## config.mk

```make
export PLATFORM = sky130hd
export DESIGN_NAME = hpc_ctrl
export DESIGN_NICKNAME = d
export VERILOG_FILES = /design/src/core/hpc_pkg.sv /design/src/core/hpc_ctrl.sv
export SDC_FILE = /design/constraint.sdc
export NUM_CORES = 1
export LEC_CHECK = 0
export BUFFER_PORTS_ARGS = -buffer_cell sky130_fd_sc_hd__buf_2
export CORE_ASPECT_RATIO = 0.9
export CORE_UTILIZATION = 43
export DETAILED_ROUTE_END_ITERATION = 7
export PLACE_DENSITY = 0.86
export SYNTH_ARGS = -nofsm -noshare
export SYNTH_HDL_FRONTEND = slang
export SYNTH_SLANG_ARGS = --single-unit
```

## constraint.sdc

```tcl
create_clock -name i_sys_clk -period 1.6 [get_ports i_sys_clk]
set_input_delay 0.08 -clock i_sys_clk [delete_from_list [all_inputs] [get_ports i_sys_clk]]
set_output_delay 0.08 -clock i_sys_clk [all_outputs]
set_load 0.05 [all_outputs]
```

## src/core/hpc_pkg.sv

```systemverilog
// What this block does
// - no superspeed downstream without upstream superspeed
// - full/low-speed upstream disables superspeed and high-speed
// - report one to four downstream ports
// - per-port mode follows host power request
// - per-port over-current cuts only that port
// - ganged power on when any port needs
// - ganged power off only when all allow
// - ganged over-current cuts all ports
// - reduced variant forces ganged power mode
// - eeprom load never writes status register
// - reset returns all registers to defaults
// - no function while reset asserted
// - all logic runs on one reference clock
package hpc_pkg;
  // ==========================================
  // constants
  localparam int HPC_PORTS = 4;
  localparam logic [7:0] HPC_STAT_CMD_ADDR = 8'hF8;
  localparam logic [7:0] HPC_STAT_CMD_RST = 8'h00;
  localparam logic [2:0] HPC_PORT_CNT_RST = 3'h4;
  localparam int HPC_RST_HOLD_MS = 3;
  localparam int HPC_CLK_MHZ = 24;
  // upstream speed capability, one bit per class
  typedef struct packed {
    logic ss;
    logic hs;
  } hpc_up_speed_t;
  // per-port allowed speeds
  typedef struct packed {
    logic ss_en;
    logic hs_en;
  } hpc_port_speed_t;
  // configuration write from eeprom/smbus loader
  typedef struct packed {
    logic       wr;
    logic       from_eeprom;
    logic [7:0] addr;
    logic [7:0] data;
  } hpc_cfg_wr_t;
endpackage : hpc_pkg

```

## src/core/hpc_ctrl.sv

```systemverilog
module hpc_ctrl
  import hpc_pkg::*;
#(
  parameter int PORTS = HPC_PORTS,
  parameter bit REDUCED = 1'b0
) (
  input wire logic i_sys_clk,
  input wire logic i_rstn,
  input wire hpc_up_speed_t i_up_speed,
  input wire logic i_ganged_sel,
  input wire logic [2:0] i_strap_port_cnt,
  input wire logic i_cfg_cnt_wr,
  input wire logic [2:0] i_cfg_port_cnt,
  input wire hpc_cfg_wr_t i_cfg,
  input wire logic [PORTS-1:0] i_pwr_req,
  input wire logic [PORTS-1:0] i_may_off,
  input wire logic [PORTS-1:0] i_oc,
  input wire logic [PORTS-1:0] i_oc_ack,
  output hpc_port_speed_t [PORTS-1:0] o_port_speed,
  output logic [2:0] o_port_cnt,
  output logic [PORTS-1:0] o_pwr_on,
  output logic [PORTS-1:0] o_oc_flag,
  output logic [7:0] o_stat_cmd
);
  // ==========================================
  // reset synchroniser
  logic rst_s1_q;
  logic rst_s2_q;
  logic rst_n;
  // two stages so release aligns to clock
  always_ff @(posedge i_sys_clk) begin
    if (!i_rstn) begin
      rst_s1_q <= 1'b0;
      rst_s2_q <= 1'b0;
    end else begin
      rst_s1_q <= 1'b1;
      rst_s2_q <= rst_s1_q;
    end
  end
  // any low on the pin holds the core at once
  assign rst_n = rst_s2_q & i_rstn;

  // ==========================================
  // mode and speed
  logic ganged;
  assign ganged = REDUCED ? 1'b1 : i_ganged_sel; // reduced variant

  hpc_port_speed_t speed_d;
  always_comb begin
    speed_d.ss_en = i_up_speed.ss;
    speed_d.hs_en = i_up_speed.ss | i_up_speed.hs;
  end

  // ==========================================
  // port count
  logic [2:0] cnt_q;
  logic strap_pend_q;
  // strap caught on first cycle after release; loader may override
  always_ff @(posedge i_sys_clk) begin
    if (!rst_n) begin
      cnt_q <= HPC_PORT_CNT_RST;
      strap_pend_q <= 1'b1;
    end else begin
      strap_pend_q <= 1'b0;
      if (i_cfg_cnt_wr && i_cfg_port_cnt >= 3'h1 && i_cfg_port_cnt <= 3'h4) begin
        cnt_q <= i_cfg_port_cnt;
      end else if (strap_pend_q && i_strap_port_cnt >= 3'h1 && i_strap_port_cnt <= 3'h4) begin
        cnt_q <= i_strap_port_cnt;
      end
    end
  end

  // ==========================================
  // status and command register
  logic [7:0] stat_q;
  // eeprom-sourced writes are dropped
  always_ff @(posedge i_sys_clk) begin
    if (!rst_n) begin
      stat_q <= HPC_STAT_CMD_RST;
    end else if (i_cfg.wr && !i_cfg.from_eeprom && i_cfg.addr == HPC_STAT_CMD_ADDR) begin
      stat_q <= i_cfg.data;
    end
  end

  // ==========================================
  // over-current flags and power
  logic [PORTS-1:0] ocf_q;
  logic [PORTS-1:0] pwr_q;
  hpc_port_speed_t [PORTS-1:0] spd_q;
  logic any_oc;
  logic any_req;
  logic all_off_ok;
  logic gang_on_q;
  logic [PORTS-1:0] act_mask;
  assign any_oc = |i_oc;
  assign any_req = |(i_pwr_req & act_mask);
  assign all_off_ok = &(i_may_off | ~act_mask);

  // ganged switch: off on any over-current, else on when any needs, off only when all allow
  always_ff @(posedge i_sys_clk) begin
    if (!rst_n) begin
      gang_on_q <= 1'b0;
    end else if (any_oc) begin
      gang_on_q <= 1'b0;
    end else if (any_req) begin
      gang_on_q <= 1'b1;
    end else if (all_off_ok) begin
      gang_on_q <= 1'b0;
    end
  end

  genvar g;
  generate
    for (g = 0; g < PORTS; g++) begin : g_port
      assign act_mask[g] = (3'(g) < cnt_q);
      // sticky flag, set wins over ack; ganged uses flag 0
      always_ff @(posedge i_sys_clk) begin
        if (!rst_n) begin
          ocf_q[g] <= 1'b0;
        end else if (ganged ? (g == 0 && any_oc) : i_oc[g]) begin
          ocf_q[g] <= 1'b1;
        end else if (i_oc_ack[g]) begin
          ocf_q[g] <= 1'b0;
        end
      end
      // power switch drive per mode
      always_ff @(posedge i_sys_clk) begin
        if (!rst_n) begin
          pwr_q[g] <= 1'b0;
        end else if (ganged) begin
          pwr_q[g] <= act_mask[g] & ~any_oc & (any_req | (gang_on_q & ~all_off_ok));
        end else begin
          pwr_q[g] <= act_mask[g] & i_pwr_req[g] & ~i_oc[g];
        end
      end
      // registered speed limits
      always_ff @(posedge i_sys_clk) begin
        if (!rst_n) begin
          spd_q[g] <= '0;
        end else begin
          spd_q[g] <= act_mask[g] ? speed_d : '0;
        end
      end
    end
  endgenerate

  // outputs come straight from flops
  assign o_port_speed = spd_q;
  assign o_port_cnt = cnt_q;
  assign o_pwr_on = pwr_q;
  assign o_oc_flag = ocf_q;
  assign o_stat_cmd = stat_q;

  // ==========================================
  // assertions
  // speed limits follow upstream capability
  a_ss_needs_up: assert property (@(posedge i_sys_clk) disable iff (!rst_n)
    !i_up_speed.ss |=> !spd_q[0].ss_en)
    else $error("ss left enabled");
  a_hs_needs_up: assert property (@(posedge i_sys_clk) disable iff (!rst_n)
    !(i_up_speed.ss | i_up_speed.hs) |=> !spd_q[0].hs_en)
    else $error("hs left on");

  // port count and unreported ports
  a_cnt_range: assert property (@(posedge i_sys_clk) disable iff (!rst_n)
    cnt_q >= 3'h1 && cnt_q <= 3'h4)
    else $error("port count out of range");
  a_cnt_write: assert property (@(posedge i_sys_clk) disable iff (!rst_n)
    i_cfg_cnt_wr && i_cfg_port_cnt >= 3'h1 && i_cfg_port_cnt <= 3'h4
    |=> cnt_q == $past(i_cfg_port_cnt))
    else $error("count write lost");
  a_idle_port_off: assert property (@(posedge i_sys_clk) disable iff (!rst_n)
    !act_mask[3] |=> !pwr_q[3])
    else $error("unreported port powered");

  // per-port power
  a_pp_follow: assert property (@(posedge i_sys_clk) disable iff (!rst_n)
    !ganged && act_mask[1] && i_pwr_req[1] && !i_oc[1] |=> pwr_q[1])
    else $error("port power not following request");
  a_pp_oc_local: assert property (@(posedge i_sys_clk) disable iff (!rst_n)
    !ganged && i_oc[0] && !i_oc[1] && i_pwr_req[1] && act_mask[1] |=> !pwr_q[0] && pwr_q[1])
    else $error("over-current not local");

  // ganged power
  a_gang_on: assert property (@(posedge i_sys_clk) disable iff (!rst_n)
    ganged && any_req && !any_oc |=> pwr_q[0])
    else $error("ganged power not on");
  a_gang_hold: assert property (@(posedge i_sys_clk) disable iff (!rst_n)
    ganged && gang_on_q && !all_off_ok && !any_oc |=> pwr_q[0])
    else $error("ganged power dropped early");
  a_gang_oc: assert property (@(posedge i_sys_clk) disable iff (!rst_n)
    ganged && any_oc |=> pwr_q == '0)
    else $error("ganged oc left power");
  a_reduced: assert property (@(posedge i_sys_clk) disable iff (!rst_n)
    REDUCED && !i_ganged_sel && !i_pwr_req[0] && any_req && !any_oc |=> pwr_q[0])
    else $error("reduced variant not ganged");

  // configuration path
  a_no_eeprom: assert property (@(posedge i_sys_clk) disable iff (!rst_n)
    i_cfg.wr && i_cfg.from_eeprom |=> $stable(stat_q))
    else $error("eeprom wrote status");
  a_stat_write: assert property (@(posedge i_sys_clk) disable iff (!rst_n)
    i_cfg.wr && !i_cfg.from_eeprom && i_cfg.addr == HPC_STAT_CMD_ADDR
    |=> stat_q == $past(i_cfg.data))
    else $error("status write lost");

  // reset and flags
  a_rst_dflt: assert property (@(posedge i_sys_clk)
    !i_rstn |=> pwr_q == '0 && ocf_q == '0 && stat_q == HPC_STAT_CMD_RST)
    else $error("reset defaults wrong");
  a_sync_two: assert property (@(posedge i_sys_clk)
    $rose(i_rstn) |=> !rst_n ##1 (rst_n || !i_rstn))
    else $error("reset release not two stages");
  a_flag_sticky: assert property (@(posedge i_sys_clk) disable iff (!rst_n)
    ocf_q[1] && !i_oc_ack[1] |=> ocf_q[1])
    else $error("flag lost");
  a_flag_set: assert property (@(posedge i_sys_clk) disable iff (!rst_n)
    !ganged && i_oc[2] |=> ocf_q[2])
    else $error("flag not set");
  a_ack_clear: assert property (@(posedge i_sys_clk) disable iff (!rst_n)
    !ganged && ocf_q[1] && i_oc_ack[1] && !i_oc[1] |=> !ocf_q[1])
    else $error("flag not cleared");

  // main scenarios
  c_gang_oc: cover property (@(posedge i_sys_clk) ganged && any_oc && gang_on_q);
  c_pp_oc: cover property (@(posedge i_sys_clk) !ganged && i_oc[2] && pwr_q[3]);
  c_fs_up: cover property (@(posedge i_sys_clk) !i_up_speed.ss && !i_up_speed.hs);
  c_cnt_write: cover property (@(posedge i_sys_clk) rst_n && i_cfg_cnt_wr && i_cfg_port_cnt == 3'h2);
  c_set_and_ack: cover property (@(posedge i_sys_clk) rst_n && !ganged && i_oc[0] && i_oc_ack[0]);
endmodule // hpc_ctrl

```

==> reports/summary.txt, run 1 <==
status -> completed
first-pass GRT wire length -> 5168 microns
pwr/cell area -> 870.9 nW/um^2
Critical Path End -> o_port_cnt[2]
Clk pin slew, worst setup/hold paths -> 0.10 ns
Max Cap Violations -> 0
core area -> 2815 sq um
Rel. slew slack -> 74.19%
die area -> 3272 sq um
Worst Path Required -> 1.89 ns
Post-DRT Antenna Nets -> 0
worst path cell trace -> dlygate4sd3_1, buf_2, and2_1, inv_1, buf_4, a21oi_1, o21ai_0, o31a_2
Critical Path AT -> 1.72 ns
final setup TNS -> 0 ns
1st-pass router iterations -> 4
starting density of the core -> 46.53%
CTS max path bufs -> 2
CP max stage delay -> 0.53 ns
worst slew pin tran -> 0.3872 ns
Syn Inst Count -> 145
number of port buffers -> 72
P_leak -> 0.8985 nW
CTS buffer count -> 5
VDD IR max -> 0.0005250 V
antenna violations before repair -> 0
Worst path slowest cell -> dlygate4sd3_1
Die Y -> 54.37 microns
syn avg cell area -> 9.035 sq um
Worst-Skew Late Latency -> 0.34 ns
Fillers -> 231
# rows -> 18
fin crit period -> 1.431 ns
Post-synth EDFFs -> 0
worst-path maximum fanout -> 13
CP startpoint kind -> input pin
Routed WL -> 3346 microns
CTS root buf -> clkbuf_4
H-tree levels -> 2
Finished Layout Cells -> 274
Post-Place Cells -> 256
Mapped Area -> 1310 sq um
r2r startpoint -> o_port_cnt[0]
vias per std cell -> 5.066
crit end category -> register
Layout Nets -> 279
CTS sink cnt -> 31
Reg2Reg Setup Slack -> 0.21 ns
top_reg_cell synth -> dfxtp_1
routability cong. -> 0.8779
RSZ-0062 raised after global routing -> false
number of global-route vias before repair -> 1238
Min-Delay Path Class -> in2reg
Post-synth ARST share -> 0%
Top Ports -> 73
Max Slew Vio Count -> 0
synth warn -> 0
fmax -> 698.6 MHz
register area share after synthesis -> 47.37%
CTS tree -> built
syn nets -> 191
R2R depth -> 4
gr usage total -> 22.19%
CTS Hold Bufs -> 10
setup repair bufs after CTS -> 0
Yosys reg bits -> 31
total grt overflow -> 0
Worst R2R End -> o_pwr_on[0]
Die X -> 60.18 microns
WL/cell -> 12.21 microns
post-cts sizing count -> 0
largest net degree at the start of global routing -> 15
Worst Hold Margin -> 0.007555 ns
Synth cell types -> 33
Tcrit/Tclk final -> 89.46%
Final Skew -> 0.007796 ns
DRT iter0 DRCs -> 51
Hold Vio Cnt, Final -> 0
Detailed Place HPWL -> 2491 microns
ANT cells -> 0
final setup violation count -> 0
via count -> 1388
CP startpoint -> i_rstn
Syn-to-layout area delta -> 46.70%
share of cells above drive strength 1 -> 38.89%
DRC viols -> 0
CP Class -> in2reg
==> layout by cell type, fill, tap and decap left out <==
cell / count
dlygate4sd3_1: 10
a21oi_1: 11
a31oi_1: 1
and3_1: 2
a32oi_1: 2
inv_1: 6
and2_1: 5
buf_2: 72
or2_1: 1
bufinv_16: 1
nor2b_1: 3
buf_4: 4
nor2_1: 21
nand3_1: 7
nand4_1: 2
nor3_1: 6
clkbuf_8: 1
clkinv_2: 1
o221a_1: 2
o21ai_0: 5
or3_1: 1
and3b_2: 2
a211oi_1: 2
o32a_1: 1
clkbuf_4: 5
dfxtp_1: 30
or4_1: 1
nor4bb_2: 1
nor4b_1: 2
nand2b_1: 8
o31a_2: 1
mux2i_1: 9
nand2_1: 2
nor4_2: 1
and3_4: 1
o211ai_1: 2
dfxtp_2: 1
o311a_1: 1
==> layer usage <==
| layer | up-vias | track usage, % | part of all wire (%) |
|---|---|---|---|
| met2 | 72 | 37.55 | 48 |
| met4 | 0 | 12.79 | 1.8 |
| met3 | 7 | 6.619 | 9.1 |
| met1 | 615 | 24.89 | 41 |
| li1 | 694 | - | - |
| met5 | - | 0 | 0 |
==> per-stage QoR <==
stage          cell area (sq um)  total power (W)  util [%]  setup WS [ns]
3_5_place_dp                1735         0.001039     61.64         0.2341
2_1_floorplan               1311        0.0009382         -        0.01535
4_1_cts                     1922         0.001685     68.27         0.1937
6_report                    1922         0.001674     68.27         0.1686
5_1_grt                     1922         0.001741     68.27         0.1049
3_3_place_gp                1735         0.001035     61.64         0.2715
==> cell families (layout without fill, tap and decap cells) <==
logic type	count (synthesis)	in the layout	share of synthesized area, %
mux	9	9	6.877
compound gates	28	28	14.23
buf+inv	11	100	3.437
simple gates	66	66	28.08
flops	31	31	47.37
==> Yosys cell counts (all sizes together) (2+ instances only) <==
cell    instances  share of area (%)
and3            3                1.8
nand2b          8                3.8
nor3            6                2.3
nor4b           2                1.3
and2            5                2.4
nor2           21                6.0
o221a           2                1.7
and3b           2                1.5
inv             6                1.7
nor2b           3                1.4
a21oi          11                4.2
dfxtp          31                 47
nand4           2               0.95
a32oi           2                1.3
mux2i           9                6.9
nand2           2               0.57
a211oi          2                1.1
o21ai           5                1.9
o211ai          2                1.1
buf             4                1.4
nand3           7                2.7
==> how the worst min path moves through the flow <==
stage / start / endpoint / slack, ns / depth (start not counted)
after floorplan: i_rstn / rst_s1_q / 0.11 / 0
after global placement: i_rstn / rst_s1_q / 0.22 / 1
after detailed placement: i_rstn / rst_s1_q / 0.23 / 1
after CTS: i_cfg_port_cnt[2] / o_port_cnt[2] / 0.0006 / 2
after global routing: i_cfg_port_cnt[2] / o_port_cnt[2] / 0.01 / 2
final: i_cfg[7] / o_stat_cmd[7] / 0.008 / 3
==> sequential cells by signal, indices dropped and copies added, names as in the netlist <==
signal        count
gang_on_q         1
o_pwr_on          4
o_stat_cmd        8
o_port_cnt        3
rst_s2_q          1
strap_pend_q      1
o_port_speed      8
rst_s1_q          1
o_oc_flag         4
==> critical path: cells and delay by family <==
kind,cells,cell delay [ns]
buffers and inverters,4,1.18
AND/OR/NAND/NOR,1,0.17
AO/OA/AOI/OAI,3,0.27
==> report_power, final <==
part | internal, W | total [W] | switching (W)
Clock | 0.000369 | 0.000631 | 0.000262
Combinational | 0.000106 | 0.000243 | 0.000137
Sequential | 0.000788 | 0.000800 | 0.0000112
==> layout make-up <==
cell class,count,area [sq um],area share [%]
flip-flops and latches,31,621.8,32.36
clock buffers,6,51.30,2.669
multi-input cells,103,650.6,33.85
clock inverters,2,35.03,1.823
inverters,6,22.52,1.172
repair buffers,86,490.5,25.52
well taps,40,50.05,2.604
Note: power is estimated with default switching activity, not from simulation.
==> run 2, diff against run 1 <==
Settings changed: PLACE_DENSITY 0.86 to 0.85.
==> reports/summary.txt, run 2 (synthesis results as in run 1) <==
fin crit period -> 1.464 ns
via count -> 1362
starting density of the core -> 46.53%
CP startpoint kind -> input pin
Min-Delay Path Class -> in2reg
number of port buffers -> 72
Routed WL -> 3179 microns
worst-path maximum fanout -> 9
status -> completed
Post-Place Cells -> 256
Reg2Reg Setup Slack -> 0.21 ns
r2r startpoint -> rst_s2_q
CP Class -> in2reg
number of global-route vias before repair -> 1109
CTS sink cnt -> 31
largest net degree at the start of global routing -> 16
# rows -> 18
Finished Layout Cells -> 267
worst path cell trace -> dlygate4sd3_1, buf_2, and2_1, inv_1, nor2_1, a32oi_1, o21ai_0
antenna violations before repair -> 0
Rel. slew slack -> 73.80%
R2R depth -> 5
Max Cap Violations -> 0
commonest non-fill, non-tap cell in the layout -> buf_2
Critical Path End -> o_pwr_on[2]
1st-pass router iterations -> 4
Hold Vio Cnt, Final -> 0
DRC viols -> 0
core area -> 2815 sq um
Tcrit/Tclk final -> 91.51%
Top Ports -> 73
CTS root buf -> clkbuf_4
Syn-to-layout area delta -> 40.97%
Post-DRT Antenna Nets -> 0
Detailed Place HPWL -> 2439 microns
die area -> 3272 sq um
CTS max path bufs -> 2
Worst path slowest cell -> dlygate4sd3_1
WL/cell -> 11.91 microns
crit end category -> register
RSZ-0062 raised after global routing -> false
DRT iter0 DRCs -> 56
H-tree levels -> 2
total grt overflow -> 0
Layout Nets -> 273
CP max stage delay -> 0.53 ns
gr usage total -> 20.43%
CTS buffer count -> 5
final setup violation count -> 0
routability cong. -> 0.8503
first-pass GRT wire length -> 4733 microns
Worst-Skew Late Latency -> 0.33 ns
Die Y -> 54.37 microns
worst slew pin tran -> 0.3929 ns
Max Slew Vio Count -> 0
CP startpoint -> i_rstn
post-cts sizing count -> 0
pwr/cell area -> 866.0 nW/um^2
Clk pin slew, worst setup/hold paths -> 0.08 ns
Final Skew -> 0.01341 ns
highest-count cells in the layout ignoring fill and taps -> buf_2 (72), dfxtp_1 (30), nor2_1 (21)
P_leak -> 0.8635 nW
Die X -> 60.18 microns
vias per std cell -> 5.101
VDD IR max -> 0.0008078 V
CTS tree -> built
Critical Path AT -> 1.66 ns
final setup TNS -> 0 ns
ANT cells -> 0
Worst Path Required -> 1.80 ns
Worst R2R End -> o_pwr_on[2]
share of cells above drive strength 1 -> 39.21%
fmax -> 683.0 MHz
run 2: changes by cell type in the layout (fill, tap and decap cells not counted), sizes merged:
cell,delta
clkinv,-1
dlygate4sd3,-6
run 2: worst min-delay path by stage:
stage,end,cells past startpoint,startpoint
global route,o_oc_flag[2],3,i_oc_ack[2]
detailed placement,rst_s1_q,1,i_rstn
finish,o_stat_cmd[5],3,i_cfg[5]
CTS,o_stat_cmd[2],3,i_cfg[2]
floorplan,rst_s1_q,0,i_rstn
global placement,rst_s1_q,1,i_rstn
run 2: per-layer routing:
| metal | vias up | share of wire [%] | GRT usage, % |
|---|---|---|---|
| li1 | 681 | - | - |
| met1 | 598 | 42 | 23.21 |
| met2 | 75 | 45 | 33.88 |
| met3 | 8 | 11 | 8.511 |
| met4 | 0 | 1.8 | 8.527 |
| met5 | - | 0 | 0 |
run 2: power by group:
part	leakage, nW	switching (W)	internal (W)
Clock	0.0383	0.000247	0.000322
Combinational	0.574	0.000135	0.0000966
Sequential	0.251	0.0000110	0.000788
run 2: final cells by class:
class,instances,area (sq um)
clock buffers,6,41.29
clock inverters,1,30.03
fillers,247,968.4
inverters,6,22.52
multi-input cells,103,650.6
flip-flops and latches,31,621.8
well taps,40,50.05
repair buffers,80,430.4
run 2: repair_timing:
| action | in CTS | in global routing |
|---|---|---|
| endpoints found under the setup margin | 0 | 0 |
| endpoints found under the hold margin | 5 | 0 |
| hold buffers | 4 | 0 |
| setup buffers | 0 | 0 |
run 2: worst max-delay path: cells and delay by family:
family / cells / cell delay, ns
buffers and inverters: 3 / 0.91
AO/OA/AOI/OAI: 2 / 0.35
AND/OR/NAND/NOR: 2 / 0.33
run 2: stage by stage:
| stage | total power, W | area [sq um] | hold WS (ns) | util (%) | setup WS (ns) |
|---|---|---|---|---|---|
| after CTS | 0.001612 | 1847 | 0.001859 | 65.60 | 0.1734 |
| after global routing | 0.001660 | 1847 | 0.007788 | 65.60 | 0.06775 |
| after detailed placement | 0.001039 | 1735 | 0.2285 | 61.64 | 0.2555 |
| final | 0.001599 | 1847 | 0.006540 | 65.60 | 0.1359 |
| after global placement | 0.001035 | 1735 | 0.2208 | 61.64 | 0.2735 |
| after floorplan | 0.0009382 | 1311 | 0.1077 | - | 0.01535 |
